$ cat config.mk
export PLATFORM = sky130hd
export DESIGN_NAME = tcc_top
export DESIGN_NICKNAME = d
export VERILOG_FILES = /design/src/tcc_pkg.sv /design/src/tcc_top.sv /design/src/tcc_unit.sv
export VERILOG_INCLUDE_DIRS = /design/src
export SDC_FILE = /design/constraint.sdc
export NUM_CORES = 1
export LEC_CHECK = 0
export BUFFER_PORTS_ARGS = -buffer_cell sky130_fd_sc_hd__buf_4
export CAP_MARGIN = 10
export CORE_ASPECT_RATIO = 2
export CORE_MARGIN = 5
export CORE_UTILIZATION = 53
export DETAILED_ROUTE_END_ITERATION = 16
export PLACE_DENSITY = 0.77
export RECOVER_POWER = 50
export SYNTH_ARGS = -nofsm -noshare
export SYNTH_HDL_FRONTEND = slang
export SYNTH_SLANG_ARGS = --single-unit
$ cat constraint.sdc
create_clock -name clk_i -period 2.25 [get_ports clk_i]
set_input_delay 0.225 -clock clk_i [delete_from_list [all_inputs] [get_ports clk_i]]
set_output_delay 0.225 -clock clk_i [all_outputs]
set_load 0.1 [all_outputs]
$ cat src/tcc_defs.svh
// Register offsets, field positions and reset values of the timer capture/compare block
`ifndef TCC_DEFS_SVH
`define TCC_DEFS_SVH
// ************
// Offsets
// ************
`define TCC_OFF_CNT_HI 6'h00
`define TCC_OFF_CNT_LO 6'h04
`define TCC_OFF_TCTRL 6'h08
`define TCC_OFF_GCTRL 6'h0c
`define TCC_OFF_CC1_CTRL 6'h10
`define TCC_OFF_CC2_CTRL 6'h14
`define TCC_OFF_MATCH1_HI 6'h18
`define TCC_OFF_MATCH1_LO 6'h1c
`define TCC_OFF_MATCH2_HI 6'h20
`define TCC_OFF_MATCH2_LO 6'h24
`define TCC_OFF_IRQ_STAT 6'h28
`define TCC_OFF_IRQ_MASK 6'h2c
// ************
// Fields
// ************
`define TCC_TCTRL_ON 0
`define TCC_TCTRL_SYNC_N 2
`define TCC_TCTRL_CS_LO 6
`define TCC_TCTRL_CS_HI 7
`define TCC_CC_MODE_LO 0
`define TCC_CC_MODE_HI 3
`define TCC_IRQ_OVF 0
`define TCC_IRQ_CC1 1
`define TCC_IRQ_CC2 2
// ************
// Reset values and mode codes
// ************
`define TCC_RST_BYTE 8'h00
`define TCC_RST_WORD 16'h0000
`define TCC_CS_INSTR 2'h0
`define TCC_CNT_ALL_ONES 16'hffff
`define TCC_PRESCALE_DIV 4
`endif

$ cat src/tcc_pkg.sv
// Types shared by the timer capture/compare block
package tcc_pkg;
   typedef enum logic [3:0] {
      TCC_MODE_OFF = 4'h0,
      TCC_MODE_CAP_FALL = 4'h4,
      TCC_MODE_CAP_RISE = 4'h5,
      TCC_MODE_CMP_FLAG = 4'ha,
      TCC_MODE_CMP_TRIG = 4'hb
   } tcc_mode_t;
   typedef enum logic [1:0] {
      TCC_WB_IDLE,
      TCC_WB_ACK
   } tcc_wb_state_t;
endpackage

$ cat src/tcc_top.sv
// Timer base with two capture/compare units behind a Wishbone slave
// Contract
// RULE1: Units use the 16-bit counter as base
// RULE2: Capture event copies counter into match pair
// RULE3: Compare match of pair raises an event
// RULE4: Trigger from any unit clears the counter
// RULE5: Trigger clear never sets overflow flag
// RULE6: Compare flag still set in trigger mode
// RULE7: Match pair acts as the timer period
// RULE8: Software picks sync mode and instruction clock
// RULE9: Unsynchronised timer may miss a trigger
// RULE10: Counter write beats a coincident trigger clear
// RULE11: Counter exposed as high and low bytes
// RULE12: Counter wraps all-ones to zero, sets overflow
// RULE13: Count resumes from zero without stall
`include "tcc_defs.svh"
module tcc_top
   import tcc_pkg::*;
#(
   parameter int PRESCALE_DIV = `TCC_PRESCALE_DIV
)
(
   input wire logic clk_i,
   input wire logic rst_i,
   input wire logic wb_cyc_i,
   input wire logic wb_stb_i,
   input wire logic wb_we_i,
   input wire logic [5:0] wb_adr_i,
   input wire logic [3:0] wb_sel_i,
   input wire logic [31:0] wb_dat_i,
   output logic [31:0] wb_dat_o,
   output logic wb_ack_o,
   input wire logic ext_clk_i,
   input wire logic cc1_pin_i,
   input wire logic cc2_pin_i,
   output logic conv_trig_o,
   output logic irq_o
);
   // ************
   // Registers
   // ************
   logic [15:0] count_ff;
   logic [15:0] nxt_count;
   logic [7:0] tctrl_ff;
   logic [7:0] gctrl_ff;
   logic [7:0] cc1_ctrl_ff;
   logic [7:0] cc2_ctrl_ff;
   logic [2:0] irq_stat_ff;
   logic [2:0] nxt_irq_stat;
   logic [2:0] irq_mask_ff;
   logic [31:0] rdata_ff;
   logic ack_ff;
   logic trig_ff;
   logic irq_ff;
   logic [7:0] div_ff;
   logic ext_meta_ff;
   logic ext_sync_ff;
   logic ext_prev_ff;
   tcc_wb_state_t wb_state_ff;

   // ************
   // Bus decode
   // ************
   logic wb_req;
   logic wr_en;
   logic [31:0] rd_mux;
   logic [15:0] match1;
   logic [15:0] match2;
   logic ev1;
   logic ev2;
   logic trig1;
   logic trig2;

   function automatic logic hit_wr(input logic [5:0] off);
      hit_wr = wr_en && (wb_adr_i == off) && wb_sel_i[0];
   endfunction

   // A request is answered once; ack low for the idle cycle after
   assign wb_req = wb_cyc_i && wb_stb_i && (wb_state_ff == TCC_WB_IDLE);
   assign wr_en = wb_req && wb_we_i;

   logic wr_cnt_hi;
   logic wr_cnt_lo;
   logic wr_tctrl;
   logic wr_gctrl;
   logic wr_cc1;
   logic wr_cc2;
   logic wr_m1_hi;
   logic wr_m1_lo;
   logic wr_m2_hi;
   logic wr_m2_lo;
   logic wr_stat;
   logic wr_mask;
   assign wr_cnt_hi = hit_wr(`TCC_OFF_CNT_HI);
   assign wr_cnt_lo = hit_wr(`TCC_OFF_CNT_LO);
   assign wr_tctrl = hit_wr(`TCC_OFF_TCTRL);
   assign wr_gctrl = hit_wr(`TCC_OFF_GCTRL);
   assign wr_cc1 = hit_wr(`TCC_OFF_CC1_CTRL);
   assign wr_cc2 = hit_wr(`TCC_OFF_CC2_CTRL);
   assign wr_m1_hi = hit_wr(`TCC_OFF_MATCH1_HI);
   assign wr_m1_lo = hit_wr(`TCC_OFF_MATCH1_LO);
   assign wr_m2_hi = hit_wr(`TCC_OFF_MATCH2_HI);
   assign wr_m2_lo = hit_wr(`TCC_OFF_MATCH2_LO);
   assign wr_stat = hit_wr(`TCC_OFF_IRQ_STAT);
   assign wr_mask = hit_wr(`TCC_OFF_IRQ_MASK);

   // ************
   // Capture/compare units
   // ************
   tcc_unit u_cc1 (
      .clk_i(clk_i),
      .rst_i(rst_i),
      .mode_i(cc1_ctrl_ff[`TCC_CC_MODE_HI:`TCC_CC_MODE_LO]),
      .count_i(count_ff),
      .pin_i(cc1_pin_i),
      .wr_hi_i(wr_m1_hi),
      .wr_lo_i(wr_m1_lo),
      .wdata_i(wb_dat_i[7:0]),
      .match_o(match1),
      .event_o(ev1),
      .trig_o(trig1)
   );

   tcc_unit u_cc2 (
      .clk_i(clk_i),
      .rst_i(rst_i),
      .mode_i(cc2_ctrl_ff[`TCC_CC_MODE_HI:`TCC_CC_MODE_LO]),
      .count_i(count_ff),
      .pin_i(cc2_pin_i),
      .wr_hi_i(wr_m2_hi),
      .wr_lo_i(wr_m2_lo),
      .wdata_i(wb_dat_i[7:0]),
      .match_o(match2),
      .event_o(ev2),
      .trig_o(trig2)
   );

   // ************
   // Timer increment source
   // ************
   logic timer_on;
   logic sync_mode;
   logic src_instr;
   logic div_tick;
   logic ext_tick;
   logic inc;
   logic any_trig;
   logic ovf;

   assign timer_on = tctrl_ff[`TCC_TCTRL_ON];
   assign sync_mode = ~tctrl_ff[`TCC_TCTRL_SYNC_N];
   assign src_instr = (tctrl_ff[`TCC_TCTRL_CS_HI:`TCC_TCTRL_CS_LO] == `TCC_CS_INSTR);
   assign div_tick = (div_ff == 8'(PRESCALE_DIV - 1));
   assign ext_tick = ext_sync_ff & ~ext_prev_ff;
   assign inc = timer_on && (src_instr ? div_tick : ext_tick);
   // Trigger honoured only while synchronised; unsynchronised may drop it
   assign any_trig = (trig1 | trig2) && sync_mode; // RULE4 RULE9 RULE8
   // A wrap that a clear or a software load replaces is not an overflow
   assign ovf = inc && (count_ff == `TCC_CNT_ALL_ONES) && !any_trig // RULE5
                && !wr_cnt_hi && !wr_cnt_lo;

   // External clock pin passes two flops before the edge detector
   always_ff @(posedge clk_i) begin
      ext_meta_ff <= ext_clk_i;
      ext_sync_ff <= ext_meta_ff;
      ext_prev_ff <= ext_sync_ff;
   end

   // Instruction-rate divider, free running
   always_ff @(posedge clk_i) begin
      if (rst_i || div_tick) begin
         div_ff <= `TCC_RST_BYTE;
      end else begin
         div_ff <= div_ff + 8'h01;
      end
   end

   // Count: a byte write keeps the other byte and drops a coincident clear
   always_comb begin
      nxt_count = count_ff;
      if (wr_cnt_hi || wr_cnt_lo) begin
         nxt_count = count_ff; // RULE10
      end else if (any_trig) begin
         nxt_count = `TCC_RST_WORD; // RULE7 RULE13
      end else if (inc) begin
         nxt_count = count_ff + 16'h0001; // RULE12
      end
      if (wr_cnt_hi) begin
         nxt_count[15:8] = wb_dat_i[7:0]; // RULE10 RULE11
      end
      if (wr_cnt_lo) begin
         nxt_count[7:0] = wb_dat_i[7:0]; // RULE10 RULE11
      end
   end

   // Sticky flags: hardware set beats a write-one clear in the same cycle
   logic [2:0] irq_set;
   assign irq_set = {ev2, ev1, ovf}; // RULE5 RULE6
   assign nxt_irq_stat = (irq_stat_ff & ~(wr_stat ? wb_dat_i[2:0] : 3'h0)) | irq_set;

   always_ff @(posedge clk_i) begin
      if (rst_i) begin
         count_ff <= `TCC_RST_WORD;
         irq_stat_ff <= 3'h0;
         trig_ff <= 1'b0;
         irq_ff <= 1'b0;
      end else begin
         count_ff <= nxt_count;
         irq_stat_ff <= nxt_irq_stat;
         trig_ff <= any_trig;
         irq_ff <= |(nxt_irq_stat & irq_mask_ff);
      end
   end

   // ************
   // Control registers
   // ************
   always_ff @(posedge clk_i) begin
      if (rst_i) begin
         tctrl_ff <= `TCC_RST_BYTE;
         gctrl_ff <= `TCC_RST_BYTE;
         cc1_ctrl_ff <= `TCC_RST_BYTE;
         cc2_ctrl_ff <= `TCC_RST_BYTE;
         irq_mask_ff <= 3'h0;
      end else begin
         if (wr_tctrl) tctrl_ff <= wb_dat_i[7:0] & 8'hfd;
         if (wr_gctrl) gctrl_ff <= wb_dat_i[7:0];
         if (wr_cc1) cc1_ctrl_ff <= wb_dat_i[7:0] & 8'h0f;
         if (wr_cc2) cc2_ctrl_ff <= wb_dat_i[7:0] & 8'h0f;
         if (wr_mask) irq_mask_ff <= wb_dat_i[2:0];
      end
   end

   // ************
   // Read mux
   // ************
   assign rd_mux =
      (wb_adr_i == `TCC_OFF_CNT_HI) ? {24'h0, count_ff[15:8]} :
      (wb_adr_i == `TCC_OFF_CNT_LO) ? {24'h0, count_ff[7:0]} :
      (wb_adr_i == `TCC_OFF_TCTRL) ? {24'h0, tctrl_ff} :
      (wb_adr_i == `TCC_OFF_GCTRL) ? {24'h0, gctrl_ff} :
      (wb_adr_i == `TCC_OFF_CC1_CTRL) ? {24'h0, cc1_ctrl_ff} :
      (wb_adr_i == `TCC_OFF_CC2_CTRL) ? {24'h0, cc2_ctrl_ff} :
      (wb_adr_i == `TCC_OFF_MATCH1_HI) ? {24'h0, match1[15:8]} :
      (wb_adr_i == `TCC_OFF_MATCH1_LO) ? {24'h0, match1[7:0]} :
      (wb_adr_i == `TCC_OFF_MATCH2_HI) ? {24'h0, match2[15:8]} :
      (wb_adr_i == `TCC_OFF_MATCH2_LO) ? {24'h0, match2[7:0]} :
      (wb_adr_i == `TCC_OFF_IRQ_STAT) ? {29'h0, irq_stat_ff} :
      (wb_adr_i == `TCC_OFF_IRQ_MASK) ? {29'h0, irq_mask_ff} : 32'h0;

   // One-wait-state answer; unmapped addresses ack with zero data
   always_ff @(posedge clk_i) begin
      if (rst_i) begin
         wb_state_ff <= TCC_WB_IDLE;
         ack_ff <= 1'b0;
         rdata_ff <= 32'h0;
      end else begin
         case (wb_state_ff)
            TCC_WB_IDLE: begin
               ack_ff <= wb_req;
               rdata_ff <= rd_mux;
               if (wb_req) wb_state_ff <= TCC_WB_ACK;
            end
            TCC_WB_ACK: begin
               ack_ff <= 1'b0;
               wb_state_ff <= TCC_WB_IDLE;
            end
            default: begin
               ack_ff <= 1'b0;
               wb_state_ff <= TCC_WB_IDLE;
            end
         endcase
      end
   end

   assign wb_ack_o = ack_ff;
   assign wb_dat_o = rdata_ff;
   assign conv_trig_o = trig_ff;
   assign irq_o = irq_ff;
endmodule

$ cat src/tcc_unit.sv
// One capture/compare unit on the shared timer base
`include "tcc_defs.svh"
module tcc_unit
   import tcc_pkg::*;
(
   input wire logic clk_i,
   input wire logic rst_i,
   input wire logic [3:0] mode_i,
   input wire logic [15:0] count_i,
   input wire logic pin_i,
   input wire logic wr_hi_i,
   input wire logic wr_lo_i,
   input wire logic [7:0] wdata_i,
   output logic [15:0] match_o,
   output logic event_o,
   output logic trig_o
);
   logic [15:0] match_ff;
   logic [15:0] nxt_match;
   logic pin_meta_ff;
   logic pin_sync_ff;
   logic pin_prev_ff;
   logic is_cap;
   logic is_cmp;
   logic cap_hit;
   logic cmp_hit;

   // Pin passes two flops before the edge detector looks at it
   always_ff @(posedge clk_i) begin
      pin_meta_ff <= pin_i;
      pin_sync_ff <= pin_meta_ff;
      pin_prev_ff <= pin_sync_ff;
   end

   // Mode decode and event detection
   assign is_cap = (mode_i == TCC_MODE_CAP_FALL) || (mode_i == TCC_MODE_CAP_RISE);
   assign is_cmp = (mode_i == TCC_MODE_CMP_FLAG) || (mode_i == TCC_MODE_CMP_TRIG);
   assign cap_hit = is_cap && ((mode_i == TCC_MODE_CAP_RISE) ?
                    (pin_sync_ff & ~pin_prev_ff) : (~pin_sync_ff & pin_prev_ff));
   assign cmp_hit = is_cmp && (match_ff == count_i); // RULE3 RULE1
   assign event_o = cap_hit | cmp_hit;
   assign trig_o = cmp_hit && (mode_i == TCC_MODE_CMP_TRIG);
   assign match_o = match_ff;

   // Capture copies the live count; a software write in the same cycle still wins
   always_comb begin
      nxt_match = match_ff;
      if (cap_hit) begin
         nxt_match = count_i; // RULE2
      end
      if (wr_hi_i) begin
         nxt_match[15:8] = wdata_i;
      end
      if (wr_lo_i) begin
         nxt_match[7:0] = wdata_i;
      end
   end

   always_ff @(posedge clk_i) begin
      if (rst_i) begin
         match_ff <= `TCC_RST_WORD;
      end else begin
         match_ff <= nxt_match;
      end
   end
endmodule

==> results of run 1 <==
per-layer routing:
| layer | track usage [%] | vias to the layer above | wire [um] |
|---|---|---|---|
| met5 | 0 | - | 0 |
| met4 | 24.2 | 0 | 2120 |
| met3 | 5.42 | 122 | 1360 |
| met2 | 61.8 | 328 | 12500 |
| met1 | 35.4 | 2973 | 8030 |
| li1 | - | 2840 | - |
power by group:
part           switching [mW]  internal, mW  total [mW]
Combinational           0.372         0.111       0.483
Sequential             0.0116          1.89        1.90
Clock                   0.853         0.809        1.66
cell usage after synthesis, drive strengths merged (3+ instances only):
master	n
o21ai	24
nand2b	4
nor3	18
nor4b	6
or2	5
nand4	17
a32oi	5
buf	50
nor3b	5
nor4	5
a221oi	5
inv	10
and4	4
or4	5
xnor2	30
and2	3
nand2	45
clkbuf	35
mux2i	72
o311a	4
dfxtp	106
a31oi	6
and3	11
a21oi	34
xor2	11
a211oi	34
nor2	110
a22o	3
o22ai	9
nand3	18
a211o	3
a22oi	4
final cells by class:
class / instances / area (um^2)
Clock buffer: 9 / 225
Sequential cell: 106 / 2140
Inverter: 10 / 37.5
Clock inverter: 7 / 91.3
Timing Repair Buffer: 183 / 1350
Fill cell: 988 / 3590
Tap cell: 142 / 178
Multi-Input combinational cell: 552 / 3740
worst paths after layout:
check / to / slack [ns]
setup reg to reg: count_ff[13]$_SDFFE_PP0P_ / -0.15
hold reg to reg: u_cc2.pin_sync_ff$_DFF_P_ / 0.34
hold / removal: wb_state_ff[0]$_SDFFE_PP0P_ / 0.14
setup / recovery: count_ff[13]$_SDFFE_PP0P_ / -0.15
stage by stage:
| stage | utilization, % | worst slack (ns) | hold WS [ns] | setup TNS, ns | power, mW |
|---|---|---|---|---|---|
| floorplan | - | 0.0421 | 0.253 | 0 | 2.31 |
| global placement | 64.4 | -0.274 | 0.316 | -2.86 | 2.42 |
| detailed placement | 64.4 | -0.296 | 0.320 | -3.34 | 2.42 |
| CTS | 68.5 | -0.115 | 0.131 | -0.666 | 4.07 |
| global route | 68.4 | -0.243 | 0.143 | -2.34 | 4.19 |
| finish | 68.4 | -0.151 | 0.137 | -0.547 | 4.05 |
timing repair:
| item | in CTS | in global routing |
|---|---|---|
| gates resized for setup | 25 | 20 |
| hold buffers | 3 | 0 |
| setup buffers | 3 | 1 |
| pin swaps | 12 | 9 |
| endpoints found under the hold margin | 3 | 0 |
| setup endpoints to repair | 17 | 17 |
flip-flops by register name, summed over array words and instances, names as in the netlist, 3 cells and up:
name / flops
irq_mask_ff: 3
cc1_ctrl_ff: 4
gctrl_ff: 8
div_ff: 8
tctrl_ff: 7
cc2_ctrl_ff: 4
irq_stat_ff: 3
count_ff: 16
u_cc1.match_o: 16
u_cc2.match_o: 16
wb_dat_o: 8
cell families (layout without fill, tap and decap cells):
| family | count (synthesis) | in the layout | share of synthesized area [%] |
|---|---|---|---|
| other cells | 1 | 24 | 0.0607 |
| compound gates | 146 | 146 | 16.3 |
| xor+xnor | 41 | 41 | 6.67 |
| simple gates | 264 | 264 | 21.2 |
| mux | 75 | 75 | 12.6 |
| flops | 106 | 106 | 34.4 |
| fa+ha+maj | 2 | 2 | 0.405 |
| buf+inv | 95 | 209 | 8.41 |
critical path, cell delays in order (launching register included):
cell and delay, ns:
dfxtp_2 0.35, xnor2_2 0.18, buf_4 0.16, nand4_1 0.09, or4_4 0.54, o31ai_4 0.34
o21ai_2 0.14, a22o_1 0.22, a221o_1 0.29
==> flow_summary.yaml, run 1 <==
status:
  violations: "negative setup slack"
  outcome: "complete, but fails checks"
grt:
  grt_max_degree: 73
  grt_pass1_wl_um: 36100
  grt_pass1_vias: 6278
  antenna_found_initial: 0
  overflow: 0
  grt_usage_pct: 34.5
pwr:
  power.density_nw_per_um2: 522
  p_leak_nw: 3.23
  vdd_drop_max_mv: 0.423
floorplanning:
  io_pins: 85
  row_count: 55
  die_h_um: 163
  core_um2: 11400
  dieArea_um2: 14000
  start_util_pct: 54.4
  fp.dieW_um: 86.3
setup_path:
  crit_required_ns: 2.50
  arrival_ns: 2.65
  cp-end-kind: "flop"
  path_class: "flop to flop"
  cp-start-kind: "flop"
  r2r-start: "count_ff[12]$_SDFFE_PP0P_"
  startpoint: "count_ff[12]$_SDFFE_PP0P_"
  path_max_fanout: 4
  r2r_cells: 8
synthesis:
  synthCells: 730
  synthesis.area_um2: 6180
  yosysUniqueCellTypes: 68
  yosys_warnings: 0
  ys_seq_elements: 106
  ys_async_sr_fraction_pct: 0
  seq_area_frac_synth_pct: 34.4
  synth_area_leaders: "dfxtp_1, mux2i_1, nor2_1"
  avgSynthCellArea_um2: 8.46
  synth-main-ff-cell: "dfxtp_1"
  synth_top_area_share_pct: 34.4
  synth_top_area_cell: "dfxtp_1"
  synth_edf_count: 0
timing:
  fmax_ghz: 0.417
  setup_violations: 9
  relSlewSlack_pct: 19.8
  fin_ws_ns: -0.151
  hold_viol: 0
  slew_viol_final: 0
  max_slew.worst_pin.slew_ns: 1.21
  fin_crit_ns: 2.40
  clock_skew_ns: 0.0148
  period_share_pct: 107
  grt_setup_unrepaired: "yes"
hold_path:
  hold_depth: 3
  hold_class: "input port to flop"
  min-delay-start: "wb_stb_i"
clock_network:
  cts_buffer_depth: 2
  numCtsBuffers: 9
  cts_sinks: 106
  cts_tree: "built"
  cts-root-buf: "clkbuf_16"
  cts_max_level: 3
  cts.clk_slew.worst_paths_ns: 0.08
  clkLatencyLatePin_ns: 0.36
placement:
  place_inst: 986
  port_buffers: 33
  hpwlAfterDp_um: 18200
  place_area_um2: 7320
  globalplace.congestion: 0.988
route:
  postRouteAntennaNets: 0
  drt-vias-per-instance: 6.21
  drt-total-wl_um: 24000
  drt_pass1_iterations: 6
  drcViolationCount: 0
  wl_per_cell_um: 23.8
  drt-initial-drc-count: 391
  via_count: 6263
final_layout:
  nets: 914
  area_growth_pct: 25.7
  design_area_um2: 7760
  layout_common_cells: "buf_4, nor2_1, dfxtp_1"
  final_cells: 1009
  final_common_cell: "buf_4"
  diodes: 0
  drive_above_1_share_pct: 26.3
job:
  max_cap_viol_count: 0
No activity file was read; power rests on OpenSTA's default activity.
==> run 2: changes to the inputs <==
--- a/config.mk
+++ b/config.mk
@@ -6,6 +6,7 @@
 export SDC_FILE = /design/constraint.sdc
 export NUM_CORES = 1
 export LEC_CHECK = 0
+export ABC_AREA = 1
 export BUFFER_PORTS_ARGS = -buffer_cell sky130_fd_sc_hd__buf_4
 export CAP_MARGIN = 10
 export CORE_ASPECT_RATIO = 2
==> flow_summary.yaml, run 2 <==
status:
  outcome: "finished clean"
setup_path:
  timing.rr.end: "u_cc1.match_o[0]$_SDFFE_PP0P_"
  r2r_cells: 8
  cp-end-kind: "flop"
  r2r_slack_ns: 0.16
  path_max_fanout: 13
  crit_required_ns: 2.47
  cp-start-kind: "flop"
  arrival_ns: 2.31
  startpoint: "wb_state_ff[0]$_SDFFE_PP0P_"
  path_class: "flop to flop"
  r2r-start: "wb_state_ff[0]$_SDFFE_PP0P_"
final_layout:
  layout_common_cells: "nand2_1, inv_1, nor2_1"
  drive_above_1_share_pct: 13.0
  nets: 1150
  diodes: 0
  final_common_cell: "nand2_1"
  num-fill-cells: 1229
  design_area_um2: 7330
  area_growth_pct: 13.9
synthesis:
  yosysUniqueCellTypes: 42
  avgSynthCellArea_um2: 6.27
  synthesis.area_um2: 6440
  synth_area_leaders: "dfxtp_1, nand2_1, inv_1"
  seq_area_frac_synth_pct: 33.0
  synth_top_area_cell: "dfxtp_1"
  ys_seq_elements: 106
  synth_common_cells: "nand2_1, inv_1, nor2_1"
  synth_edf_count: 0
  ys_async_sr_fraction_pct: 0
  synth_most_common_cell: "nand2_1"
  yosys_warnings: 0
  synth-main-ff-cell: "dfxtp_1"
  synth_top_area_share_pct: 33.0
  synthCells: 1027
timing:
  relSlewSlack_pct: 22.3
  fin_crit_ns: 2.09
  fmax_ghz: 0.479
  clock_skew_ns: 0.00864
  setup_violations: 0
  hold_viol: 0
  period_share_pct: 92.8
  max_slew.worst_pin.slew_ns: 1.17
  slew_viol_final: 0
pwr:
  vdd_drop_max_mv: 0.429
  power_frac_clock_pct: 41.3
  switching_power_mw: 1.15
  p_sw_share_pct: 29.5
  comb_power_share_pct: 9.8
  total_power_mw: 3.89
  p_leak_nw: 3.52
  p_int_mw: 2.74
  seq_power_share_pct: 48.9
  power.density_nw_per_um2: 530
grt:
  grt_usage_pct: 31.7
  grt_pass1_wl_um: 35100
  overflow: 0
  antenna_found_initial: 0
  grt_max_degree: 39
  grt_pass1_vias: 6695
route:
  drt-total-wl_um: 22600
  drcViolationCount: 0
  postRouteAntennaNets: 0
  via_count: 7075
  drt-vias-per-instance: 5.66
  wl_per_cell_um: 18.1
  drt_pass1_iterations: 5
  drt-initial-drc-count: 668
floorplanning:
  io_pins: 85
  core_um2: 12100
  row_count: 57
  die_h_um: 166
  start_util_pct: 53.4
  dieArea_um2: 14600
  fp.dieW_um: 87.9
clock_network:
  cts_tree: "built"
  cts-root-buf: "clkbuf_16"
  numCtsBuffers: 9
  cts_max_level: 3
  cts_sinks: 106
  cts.clk_slew.worst_paths_ns: 0.08
  clkLatencyLatePin_ns: 0.36
  cts_buffer_depth: 2
placement:
  hpwlAfterDp_um: 17800
  globalplace.congestion: 1.04
  port_buffers: 33
  place_area_um2: 7040
job:
  max_cap_viol_count: 0
hold_path:
  hold_depth: 3
  hold_class: "input port to flop"
  worstHoldEndpoint: "u_cc2.match_o[12]$_SDFFE_PP0P_"
  min-delay-start: "wb_dat_i[4]"
==> run 2: per-layer routing <==
| layer | track usage (%) | wire length (um) |
|---|---|---|
| met5 | 0 | 0 |
| met4 | 25.9 | 2160 |
| met3 | 4.22 | 1430 |
| met2 | 54.4 | 11400 |
| met1 | 32.7 | 7650 |
==> run 2: timing repair <==
action,in CTS,in global routing
hold buffers,3,0
resized for setup,0,11
hold endpoints to repair,3,0
setup buffers,0,0
setup endpoints to repair,0,17
==> run 2: logic make-up after synthesis <==
group | synth area share [%]
compound gates | 17.8
xor+xnor | 1.09
fa+ha+maj | 0.389
buf+inv | 13.6
flops | 33.0
other cells | 0.0582
simple gates | 34.1
==> run 2: through the flow <==
step | TNS (ns) | worst slack [ns] | hold slack [ns] | util, % | cells
finish | 0 | 0.163 | 0.191 | 60.8 | 1250
global route | -0.107 | -0.0542 | 0.200 | 60.8 | 1250
CTS | 0 | 0.156 | 0.170 | 61.2 | 1250
detailed placement | 0 | 0.178 | 0.315 | 58.4 | 1231
global placement | 0 | 0.169 | 0.312 | 58.4 | 1231
floorplan | 0 | 0.583 | 0.253 | - | 1050
==> run 2: layout make-up <==
type / instances / area, um^2 / area share [%]
clock buffers: 9 / 225 / 3.07
clock inverters: 7 / 80.1 / 1.09
flip-flops and latches: 106 / 2130 / 29.0
well taps: 147 / 184 / 2.51
repair buffers: 92 / 642 / 8.75
multi-input cells: 745 / 3530 / 48.2
inverters: 144 / 541 / 7.37
==> run 2: critical path: stages, from the launching register on <==
cell and delay, ns:
dfxtp_1 0.31, inv_1 0.06, nand3_1 0.16, nor3_4 0.32, inv_2 0.21, nor2_2 0.28, inv_1 0.26, o21ai_0 0.24
a21oi_1 0.09
==> run 2: worst max path at each step <==
stage                                         end  slack [ns]  cells past startpoint
CTS                      count_ff[7]$_SDFFE_PP0P_        0.16                     13
global placement        count_ff[10]$_SDFFE_PP0P_        0.17                     13
finish              u_cc1.match_o[0]$_SDFFE_PP0P_        0.16                      8
detailed placement       count_ff[7]$_SDFFE_PP0P_        0.18                     13
global route                     irq_o$_SDFF_PP0_       -0.05                     12
floorplan               count_ff[14]$_SDFFE_PP0P_        0.58                     12
==> run 2: power groups by stage <==
stage,Clock [mW],Sequential (mW),Combinational [mW]
after detailed placement,0,1.95,0.379
after floorplan,0,1.96,0.298
final,1.61,1.90,0.382
after global routing,1.69,1.90,0.400
after global placement,0,1.95,0.377
after CTS,1.63,1.90,0.383
